$ cat config.mk
export PLATFORM = sky130hd
export DESIGN_NAME = trace_buffer_readout
export DESIGN_NICKNAME = d
export VERILOG_FILES = /design/src/design/trace_readout_pkg.sv /design/src/design/trace_store.sv /design/src/design/trace_buffer_readout.sv
export SDC_FILE = /design/constraint.sdc
export NUM_CORES = 2
export LEC_CHECK = 0
export BUFFER_PORTS_ARGS = -buffer_cell sky130_fd_sc_hd__buf_2
export CAP_MARGIN = 20
export CORE_ASPECT_RATIO = 1.2
export CORE_MARGIN = 2
export CORE_UTILIZATION = 30
export CTS_CLUSTER_DIAMETER = 150
export DETAILED_ROUTE_END_ITERATION = 6
export SYNTH_ARGS = -nofsm -noshare
export SYNTH_HDL_FRONTEND = slang
export SYNTH_SLANG_ARGS = --single-unit
export TNS_END_PERCENT = 5
$ cat constraint.sdc
create_clock -name clk -period 6.87 [get_ports clk]
set_input_delay 0.3435 -clock clk [delete_from_list [all_inputs] [get_ports clk]]
set_output_delay 0.3435 -clock clk [all_outputs]
set_load 0.005 [all_outputs]
$ cat src/design/trace_readout_pkg.sv
// Package: register map, fields, reset values and encodings for trace readout
package trace_readout_pkg;
  // Printed offsets are not all multiples of four: indices, byte address = 4 * index
  localparam logic [7:0] IDX_TRACE_WINDOW = 8'h24;
  localparam logic [7:0] IDX_VALID_LINE_COUNT = 8'h26;
  localparam logic [7:0] IDX_STATE_CONTROL = 8'h27;
  // Own registers
  localparam logic [7:0] IDX_DEBUG_CONTROL_ONE = 8'h28;
  localparam logic [7:0] IDX_TRACE_CONTROL = 8'h29;
  localparam logic [7:0] IDX_DEBUG_STATUS = 8'h2A;
  localparam logic [7:0] IDX_WINDOW_ACCESS = 8'h2B;
  localparam logic [7:0] IDX_TRACE_STORE = 8'h2C;
  localparam logic [7:0] IDX_TRACE_STORE_HIGH = 8'h2D;

  // debug_control_one fields
  localparam int ARM_BIT = 7;
  localparam int SELECT_LSB = 0;
  // trace control fields
  localparam int SOURCE_BIT = 6;
  localparam int ALIGN_LSB = 0;
  // debug_status fields
  localparam int FULL_BIT = 7;
  // window access mode: bit 0 byte access, bit 1 misaligned
  localparam int ACCESS_BYTE_BIT = 0;
  localparam int ACCESS_MISALIGN_BIT = 1;

  localparam int LINE_W = 64;
  localparam int PORTION_W = 16;
  localparam int LINES = 64;
  localparam int LINE_IDX_W = 6;
  localparam int PORTION_IDX_W = 2;
  localparam int COUNT_W = 7;
  localparam int SC_W = 4;

  localparam logic [1:0] SELECT_STATE1 = 2'h0;
  localparam logic [1:0] SELECT_STATE2 = 2'h1;
  localparam logic [1:0] SELECT_STATE3 = 2'h2;
  localparam logic [1:0] SELECT_MATCH = 2'h3;

  localparam logic [1:0] ALIGN_END = 2'h0;
  localparam logic [1:0] ALIGN_BEGIN = 2'h1;
  localparam logic [1:0] ALIGN_MID = 2'h2;

  localparam logic [1:0] RESP_OKAY = 2'h0;
  localparam logic [1:0] RESP_SLVERR = 2'h2;
  localparam logic [COUNT_W-1:0] COUNT_RESET = 7'h00;
  localparam logic [COUNT_W-1:0] COUNT_STEP = 7'h01;
endpackage

$ cat src/design/trace_store.sv
// Trace line storage: flip-flop array with write port and portion read
`timescale 1ns/100ps
module trace_store (
  input wire logic clk,
  input wire logic wr_en,
  input wire logic [trace_readout_pkg::LINE_IDX_W-1:0] wr_line,
  input wire logic [trace_readout_pkg::LINE_W-1:0] wr_data,
  input wire logic [trace_readout_pkg::LINE_IDX_W-1:0] rd_line,
  input wire logic [trace_readout_pkg::PORTION_IDX_W-1:0] rd_portion,
  output logic [trace_readout_pkg::PORTION_W-1:0] rd_data
);
  typedef struct packed {
    logic [trace_readout_pkg::LINES-1:0][trace_readout_pkg::LINE_W-1:0] mem;
  } store_state_t;

  store_state_t s_q;
  store_state_t s_d;

  // Contents have no reset: undefined at power-on, kept over other resets
  always_comb begin
    s_d = s_q;
    if (wr_en) begin
      s_d.mem[wr_line] = wr_data;
    end
  end

  always_ff @(posedge clk) begin
    s_q <= s_d;
  end

  // Portion 0 is the low 16 bits of the line
  assign rd_data = s_q.mem[rd_line][rd_portion*trace_readout_pkg::PORTION_W +: 16];
endmodule // trace_store

$ cat src/design/trace_buffer_readout.sv
// Trace buffer readout: AXI4-Lite register window, count, full flag, select
`timescale 1ns/100ps
module trace_buffer_readout (
  input wire logic clk,
  input wire logic reset,
  input wire logic power_on_reset,
  input wire logic secured,
  input wire logic half_line_stored,
  input wire logic [3:0] match_flags,
  input wire logic [31:0] s_axi_awaddr,
  input wire logic s_axi_awvalid,
  output logic s_axi_awready,
  input wire logic [31:0] s_axi_wdata,
  input wire logic [3:0] s_axi_wstrb,
  input wire logic s_axi_wvalid,
  output logic s_axi_wready,
  output logic [1:0] s_axi_bresp,
  output logic s_axi_bvalid,
  input wire logic s_axi_bready,
  input wire logic [31:0] s_axi_araddr,
  input wire logic s_axi_arvalid,
  output logic s_axi_arready,
  output logic [31:0] s_axi_rdata,
  output logic [1:0] s_axi_rresp,
  output logic s_axi_rvalid,
  input wire logic s_axi_rready,
  output logic armed,
  output logic trace_source_enable,
  output logic [1:0] trigger_alignment,
  output logic [1:0] comparator_register_select
);
  typedef struct packed {
    logic aw_held;
    logic [7:0] aw_idx;
    logic w_held;
    logic [31:0] w_data;
    logic [3:0] w_strb;
    logic bvalid;
    logic [1:0] bresp;
    logic rvalid;
    logic [31:0] rdata;
    logic [1:0] rresp;
    logic arm;
    logic unlocked;
    logic source_en;
    logic [1:0] align;
    logic [1:0] select;
    logic [1:0] access_mode;
    logic [trace_readout_pkg::COUNT_W-1:0] count;
    logic full;
    logic [trace_readout_pkg::SC_W-1:0] sc1;
    logic [trace_readout_pkg::SC_W-1:0] sc2;
    logic [trace_readout_pkg::SC_W-1:0] sc3;
    logic [trace_readout_pkg::LINE_IDX_W-1:0] rd_line;
    logic [trace_readout_pkg::PORTION_IDX_W-1:0] rd_portion;
    logic [trace_readout_pkg::LINE_IDX_W-1:0] wr_line;
    logic [31:0] stage_low;
  } state_t;

  state_t s_q;
  state_t s_d;
  logic store_wr;
  logic [trace_readout_pkg::LINE_W-1:0] store_data;
  logic [trace_readout_pkg::PORTION_W-1:0] portion;

  // Word index of a byte address; higher address bits must be zero
  function automatic logic [7:0] word_index(input logic [31:0] addr);
    word_index = addr[9:2];
  endfunction

  function automatic logic in_range(input logic [31:0] addr);
    in_range = (addr[31:10] == 22'h000000) && (addr[1:0] == 2'h0);
  endfunction

  // Trace line storage
  trace_store u_store (
    .clk(clk),
    .wr_en(store_wr),
    .wr_line(s_q.wr_line),
    .wr_data(store_data),
    .rd_line(s_q.rd_line),
    .rd_portion(s_q.rd_portion),
    .rd_data(portion)
  );

  // Bus slave, arm/lock, count and pointer logic
  always_comb begin
    logic do_wr;
    logic do_rd;
    logic rd_ok;
    logic [7:0] ridx;
    logic [31:0] val;
    logic [1:0] resp;
    do_wr = 1'b0;
    do_rd = 1'b0;
    rd_ok = 1'b0;
    ridx = word_index(s_axi_araddr);
    val = 32'h00000000;
    resp = trace_readout_pkg::RESP_OKAY;
    s_d = s_q;
    store_wr = 1'b0;
    store_data = {s_q.w_data, s_q.stage_low};

    // Address and data taken in either order
    if (s_axi_awvalid && !s_q.aw_held) begin
      s_d.aw_held = in_range(s_axi_awaddr) || 1'b1;
      s_d.aw_idx = in_range(s_axi_awaddr) ? word_index(s_axi_awaddr) : 8'hFF;
    end
    if (s_axi_wvalid && !s_q.w_held) begin
      s_d.w_held = 1'b1;
      s_d.w_data = s_axi_wdata;
      s_d.w_strb = s_axi_wstrb;
    end
    if (s_axi_bvalid_q_free()) begin
      do_wr = s_q.aw_held && s_q.w_held;
    end
    if (s_q.bvalid && s_axi_bready) begin
      s_d.bvalid = 1'b0;
    end
    if (s_q.rvalid && s_axi_rready) begin
      s_d.rvalid = 1'b0;
    end

    // Capture side: each half line stored while armed increments the count
    if (half_line_stored && s_q.arm) begin
      s_d.count = s_q.count + trace_readout_pkg::COUNT_STEP;
      if (s_d.count == trace_readout_pkg::COUNT_RESET) begin
        s_d.full = 1'b1;
        if (s_q.align == trace_readout_pkg::ALIGN_BEGIN) begin
          s_d.arm = 1'b0;
          s_d.count = trace_readout_pkg::COUNT_RESET;
        end
      end
    end

    // Register writes
    if (do_wr) begin
      s_d.aw_held = 1'b0;
      s_d.w_held = 1'b0;
      s_d.bvalid = 1'b1;
      s_d.bresp = trace_readout_pkg::RESP_OKAY;
      case (s_q.aw_idx)
        trace_readout_pkg::IDX_TRACE_WINDOW: begin
          // Write with byte lanes 0 and 1 both strobed while disarmed: unlock only
          if (!s_q.arm && s_q.w_strb[1:0] == 2'h3) begin
            s_d.unlocked = 1'b1;
          end
        end
        trace_readout_pkg::IDX_VALID_LINE_COUNT: begin
          s_d.count = s_d.count;
        end
        trace_readout_pkg::IDX_STATE_CONTROL: begin
          if (!s_q.arm) begin
            case (s_q.select)
              trace_readout_pkg::SELECT_STATE1: s_d.sc1 = s_q.w_data[3:0];
              trace_readout_pkg::SELECT_STATE2: s_d.sc2 = s_q.w_data[3:0];
              trace_readout_pkg::SELECT_STATE3: s_d.sc3 = s_q.w_data[3:0];
              default: s_d.sc1 = s_q.sc1;
            endcase
          end
        end
        trace_readout_pkg::IDX_DEBUG_CONTROL_ONE: begin
          s_d.select = s_q.w_data[trace_readout_pkg::SELECT_LSB +: 2];
          s_d.arm = s_q.w_data[trace_readout_pkg::ARM_BIT];
          if (s_q.w_data[trace_readout_pkg::ARM_BIT]) begin
            s_d.unlocked = 1'b0;
            s_d.count = trace_readout_pkg::COUNT_RESET;
            s_d.full = 1'b0;
            s_d.rd_line = '0;
            s_d.rd_portion = '0;
            s_d.wr_line = '0;
          end
        end
        trace_readout_pkg::IDX_TRACE_CONTROL: begin
          if (!s_q.arm) begin
            s_d.source_en = s_q.w_data[trace_readout_pkg::SOURCE_BIT] && !secured;
            s_d.align = s_q.w_data[trace_readout_pkg::ALIGN_LSB +: 2];
          end
        end
        trace_readout_pkg::IDX_WINDOW_ACCESS: s_d.access_mode = s_q.w_data[1:0];
        trace_readout_pkg::IDX_TRACE_STORE: s_d.stage_low = s_q.w_data;
        trace_readout_pkg::IDX_TRACE_STORE_HIGH: begin
          store_wr = 1'b1;
          s_d.wr_line = s_q.wr_line + 6'h01;
        end
        default: s_d.bresp = trace_readout_pkg::RESP_SLVERR;
      endcase
    end

    // Register reads
    if (s_axi_arvalid && !s_q.rvalid) begin
      do_rd = 1'b1;
      if (!in_range(s_axi_araddr)) begin
        resp = trace_readout_pkg::RESP_SLVERR;
      end else begin
        case (ridx)
          trace_readout_pkg::IDX_TRACE_WINDOW: begin
            rd_ok = s_q.unlocked && !secured && !s_q.arm && s_q.source_en
              && (s_q.access_mode == 2'h0);
            val = rd_ok ? {16'h0000, portion} : 32'h00000000;
          end
          trace_readout_pkg::IDX_VALID_LINE_COUNT: val = {25'h0000000, s_q.count};
          trace_readout_pkg::IDX_STATE_CONTROL: begin
            case (s_q.select)
              trace_readout_pkg::SELECT_STATE1: val = {28'h0000000, s_q.sc1};
              trace_readout_pkg::SELECT_STATE2: val = {28'h0000000, s_q.sc2};
              trace_readout_pkg::SELECT_STATE3: val = {28'h0000000, s_q.sc3};
              default: val = {28'h0000000, match_flags};
            endcase
          end
          trace_readout_pkg::IDX_DEBUG_CONTROL_ONE:
            val = {24'h000000, s_q.arm, 5'h00, s_q.select};
          trace_readout_pkg::IDX_TRACE_CONTROL:
            val = {24'h000000, 1'b0, s_q.source_en, 4'h0, s_q.align};
          trace_readout_pkg::IDX_DEBUG_STATUS:
            val = {24'h000000, s_q.full, 6'h00, s_q.unlocked};
          trace_readout_pkg::IDX_WINDOW_ACCESS: val = {30'h00000000, s_q.access_mode};
          default: resp = trace_readout_pkg::RESP_SLVERR;
        endcase
      end
      s_d.rvalid = 1'b1;
      s_d.rdata = val;
      s_d.rresp = resp;
      // Pointer advance only on a valid trace read; count untouched
      if (rd_ok) begin
        s_d.rd_portion = s_q.rd_portion + 2'h1;
        if (s_q.rd_portion == 2'h3) begin
          s_d.rd_line = s_q.rd_line + 6'h01;
        end
      end
    end

    // Synchronous resets; power-on clears count and full, others keep them
    if (reset || power_on_reset) begin
      s_d.aw_held = 1'b0;
      s_d.aw_idx = 8'h00;
      s_d.w_held = 1'b0;
      s_d.w_data = 32'h00000000;
      s_d.w_strb = 4'h0;
      s_d.bvalid = 1'b0;
      s_d.bresp = trace_readout_pkg::RESP_OKAY;
      s_d.rvalid = 1'b0;
      s_d.rdata = 32'h00000000;
      s_d.rresp = trace_readout_pkg::RESP_OKAY;
      s_d.arm = 1'b0;
      s_d.unlocked = 1'b0;
      s_d.source_en = 1'b0;
      s_d.align = trace_readout_pkg::ALIGN_END;
      s_d.select = trace_readout_pkg::SELECT_STATE1;
      s_d.access_mode = 2'h0;
      s_d.sc1 = 4'h0;
      s_d.sc2 = 4'h0;
      s_d.sc3 = 4'h0;
      s_d.rd_line = '0;
      s_d.rd_portion = '0;
      s_d.stage_low = 32'h00000000;
      store_wr = 1'b0;
    end
    if (power_on_reset) begin
      s_d.count = trace_readout_pkg::COUNT_RESET;
      s_d.full = 1'b0;
      s_d.wr_line = '0;
    end
  end

  // Write response slot free
  function automatic logic s_axi_bvalid_q_free();
    s_axi_bvalid_q_free = !s_q.bvalid;
  endfunction

  always_ff @(posedge clk) begin
    s_q <= s_d;
  end

  // Outputs straight from state
  assign s_axi_awready = !s_q.aw_held;
  assign s_axi_wready = !s_q.w_held;
  assign s_axi_bvalid = s_q.bvalid;
  assign s_axi_bresp = s_q.bresp;
  assign s_axi_arready = !s_q.rvalid;
  assign s_axi_rvalid = s_q.rvalid;
  assign s_axi_rdata = s_q.rdata;
  assign s_axi_rresp = s_q.rresp;
  assign armed = s_q.arm;
  assign trace_source_enable = s_q.source_en;
  assign trigger_alignment = s_q.align;
  assign comparator_register_select = s_q.select;
endmodule // trace_buffer_readout

==> results by group <==
STA
  – Min Hold Slack: 0.0798 ns
  – Setup TNS: 0 ns
  – Final hold vios: 0
  – Tmin final: approximately 5.1 ns
  – RSZ-0062 raised after global routing: false
  – Actual slew at the worst max-slew pin: between 1 and 1.5 ns
  – Clock Skew: approximately 0.095 ns
  – Final setup margin: 1.80 ns
  – Fmax: between 150 and 200 MHz
  – Slew Limit Fails: 0
  – Period Utilization, post-route: 0.738
  – Final setup viols: 0
  – Slew HR: 0.175

Synthesis
  – Ys Warns: 0
  – Post-Synthesis Cells: slightly below 8000
  – Syn_area_per_cell: roughly 21 µm²
  – Sequential share of the synthesized area: 0.769
  – Seq cells post-synth: around 4200
  – Yosys cell types: ~80
  – Synthesized area: around 160000 µm²
  – Number of synthesized flops with an enable pin: between 4000 and 5000
  – Fraction of registers with async set/reset: 0
  – Top_reg_cell synth: edfxtp_1

GRT
  – Largest net degree at the start of global routing: 114
  – Vias in the first global route: about 87000
  – Global route overflow: 0
  – GR Util All Layers: 0.180
  – First-pass GRT wire length: between 700000 and 800000 µm
  – Initial antenna violation count: 25

Detailed routing
  – DRC errors left: 0
  – Post-route ant nets: 0
  – DRT iter0 DRCs: around 13000
  – Wirelength per Cell: ~32 µm
  – DR vias: 88200
  – Drt pass-1 iters: 5
  – Via-per-instance ratio: approximately 5.5
  – Routed WL: a little over 500000 µm

Clocking
  – CTS root buffer: clkbuf_16
  – Resize count post-CTS: 0
  – Skew-Pair Late Insertion Delay: ~0.97 ns
  – Clock buffer depth: 4
  – Cts bufs inserted: ~400
  – Clk slew on worst S/H paths: roughly 0.060 ns
  – TritonCTS clock tree: done
  – Sink Count: 4235
  – H-tree depth: 5

Place
  – Placed inst area: approximately 170000 µm²
  – Dpl ws: slightly below 2 ns
  – Detail Placement HPWL: ~280000 µm
  – Placer congestion estimate: around 0.85
  – IO buf count: 140

Layout
  – Final Util: 0.347
  – Fraction of layout cells with a size suffix above 1: 0.235
  – Fillers: around 50000
  – Final instance area: around 190000 µm²
  – Fin nets: 8545
  – Growth of design area from synthesis to finish: 15.5%

Worst setup path
  – CP startpoint: s_q[157]
  – Critical Path RT: 7.42 ns
  – Worst Setup EP: u_store.s_q[1677]
  – Reg2reg start: s_q[157]
  – Setup crit end kind: flip-flop
  – R2r worst-path depth: 6
  – Critical setup path kind: reg -> reg
  – Crit path launch type: flip-flop
  – Reg2reg setup slack: roughly 1.8 ns
  – Worst EP arrival: about 5.6 ns
  – Reg2Reg Capture Point: u_store.s_q[1677]
  – Worst Path Max Fanout: 18

Floorplan
  – Cell row count: between 200 and 300
  – Core Area: around 540000 µm²
  – Initial core utilization: 0.301
  – DIE WIDTH: 678 µm
  – Die ar.: between 500000 and 600000 µm²
  – Die Y: 813 µm
  – I/O pins: roughly 160

Run status
  – Status: finished clean

Power and ir drop
  – Peak VDD IR: 0.213 mV
  – Leak: between 50 and 60 nW
  – P per Cell Area: 269 nW/µm²

Flow run
  – Max-cap violations: 0

Min path
  – Min-Delay Path Class: in -> reg
-- routing by layer --
layer,global-route usage,share of wire,up-vias
met1,0.229,0.36,47200
met4,0.0795,0.049,2
met5,0,0.000025,-
li1,-,-,34300
met3,0.0365,0.10,1086
met2,0.300,0.48,5662
-- worst max-delay path, cell delays in order, from the launching register on --
cell      delay [ns]
dfxtp_1         0.33
or4b_1          0.64
nand2b_1        0.33
nor4_2          0.94
nand2_1         0.77
nor2_4          1.13
buf_4           0.49
-- stage by stage --
step           total power [mW]  instances
5_1_grt                    52.0      15900
2_1_floorplan              28.7       7948
3_3_place_gp               28.8      15100
3_5_place_dp               28.8      15100
6_report                   50.8      15900
4_1_cts                    51.0      15900
-- flip-flops by register name, indices dropped and copies added, names as in the netlist --
signal	cells
s_axi_rresp	1
s_axi_bresp	1
s_axi_rvalid	1
comparator_register_select	2
u_store.s_q	4096
trace_source_enable	1
trigger_alignment	2
armed	1
s_axi_bvalid	1
s_q	113
s_axi_rdata	16
-- synth_stat cells (all sizes together) (5+ instances only) --
cell type  number  area share
edfxtp       4096        0.75
a211o           6     0.00032
a22oi          27      0.0012
ha              5     0.00038
a2111oi         6     0.00032
inv            11     0.00025
a21oi         245      0.0075
a221oi         18     0.00096
or3            13     0.00050
a31oi          26     0.00099
o32ai          12     0.00064
xor2            5     0.00027
nand2         262      0.0060
nor2          178      0.0041
a22o            6     0.00032
o22ai         162      0.0062
o311ai          8     0.00043
nor4           24     0.00096
and3            9     0.00034
a21o            5     0.00023
o221ai        258       0.014
buf           301       0.014
mux4          783        0.11
nor2b          14     0.00054
a311oi         10     0.00054
nand4          11     0.00046
mux2i         654       0.040
mux2           31      0.0021
a32oi           5     0.00027
clkbuf        208      0.0048
a211oi         24      0.0011
dfxtp         139       0.017
or4             5     0.00023
xnor2           5     0.00027
nand3          48      0.0015
nand2b         11     0.00042
and2           36      0.0014
o211ai          6     0.00028
o221a           8     0.00055
o31ai          14     0.00064
nor3           93      0.0029
o21ai          80      0.0024
-- cells by family after synthesis --
| logic type | count (synthesis) | synth area share |
|---|---|---|
| adders and majority gates | 5 | 0.000382 |
| other | 1 | 0.0000229 |
| buffers and inverters | 522 | 0.0189 |
| muxes | 1468 | 0.150 |
| DFF | 4235 | 0.769 |
| xor gates and xnor gates | 10 | 0.000535 |
| AOI/OAI and AO/OA | 965 | 0.0410 |
| and+or+nand+nor | 725 | 0.0204 |
-- placed cells by master, fill, tap and decap left out, drive strengths merged, types with 36 or more instances in the layout --
cell type       n
bufinv         49
and2           36
buf           505
clkbuf        482
mux4          783
nand2         262
clkinv        172
dfxtp         139
nor3           93
o221ai        258
mux2i         654
o22ai         162
nand3          48
edfxtp       4096
dlygate4sd3    78
a21oi         245
nor2          178
o21ai          80
-- worst min path at each step --
| stage | startpoint | end | slack (ns) | cells after the start |
|---|---|---|---|---|
| finish | s_axi_araddr[19] | s_axi_rresp[1] | 0.08 | 6 |
| global placement | s_q[127] | s_q[127] | 0.45 | 2 |
| global route | s_axi_araddr[18] | s_axi_rresp[1] | 0.05 | 6 |
| floorplan | power_on_reset | s_q[33] | 0.42 | 1 |
| detailed placement | s_q[145] | s_q[145] | 0.45 | 2 |
| CTS | s_axi_araddr[18] | s_axi_rresp[1] | 0.008 | 6 |
-- power breakdown --
part | total [mW] | internal (mW) | switching (mW)
sequential | 28.0 | 28.0 | 0.0123
combinational | 0.285 | 0.0803 | 0.205
clock | 22.5 | 12.8 | 9.63
-- area by class of cell --
type                            instances  area [µm²]  share of cell area
Clock inverter                        253        2620              0.0139
Inverter                               13        67.6            0.000358
Tap cell                             7176        8980              0.0475
Sequential cell                      4235      126000               0.666
Timing Repair Buffer                  583        5410              0.0286
Clock buffer                          482       10600              0.0560
Antenna cell                           12        30.0            0.000159
Multi-Input combinational cell       3191       35400               0.187
-- what timing repair did --
action	4_1_cts	5_1_grt
endpoints found under the hold margin	58	0
hold buffers	78	0
buffers inserted	0	0
No activity file was read; power rests on OpenSTA's default activity.
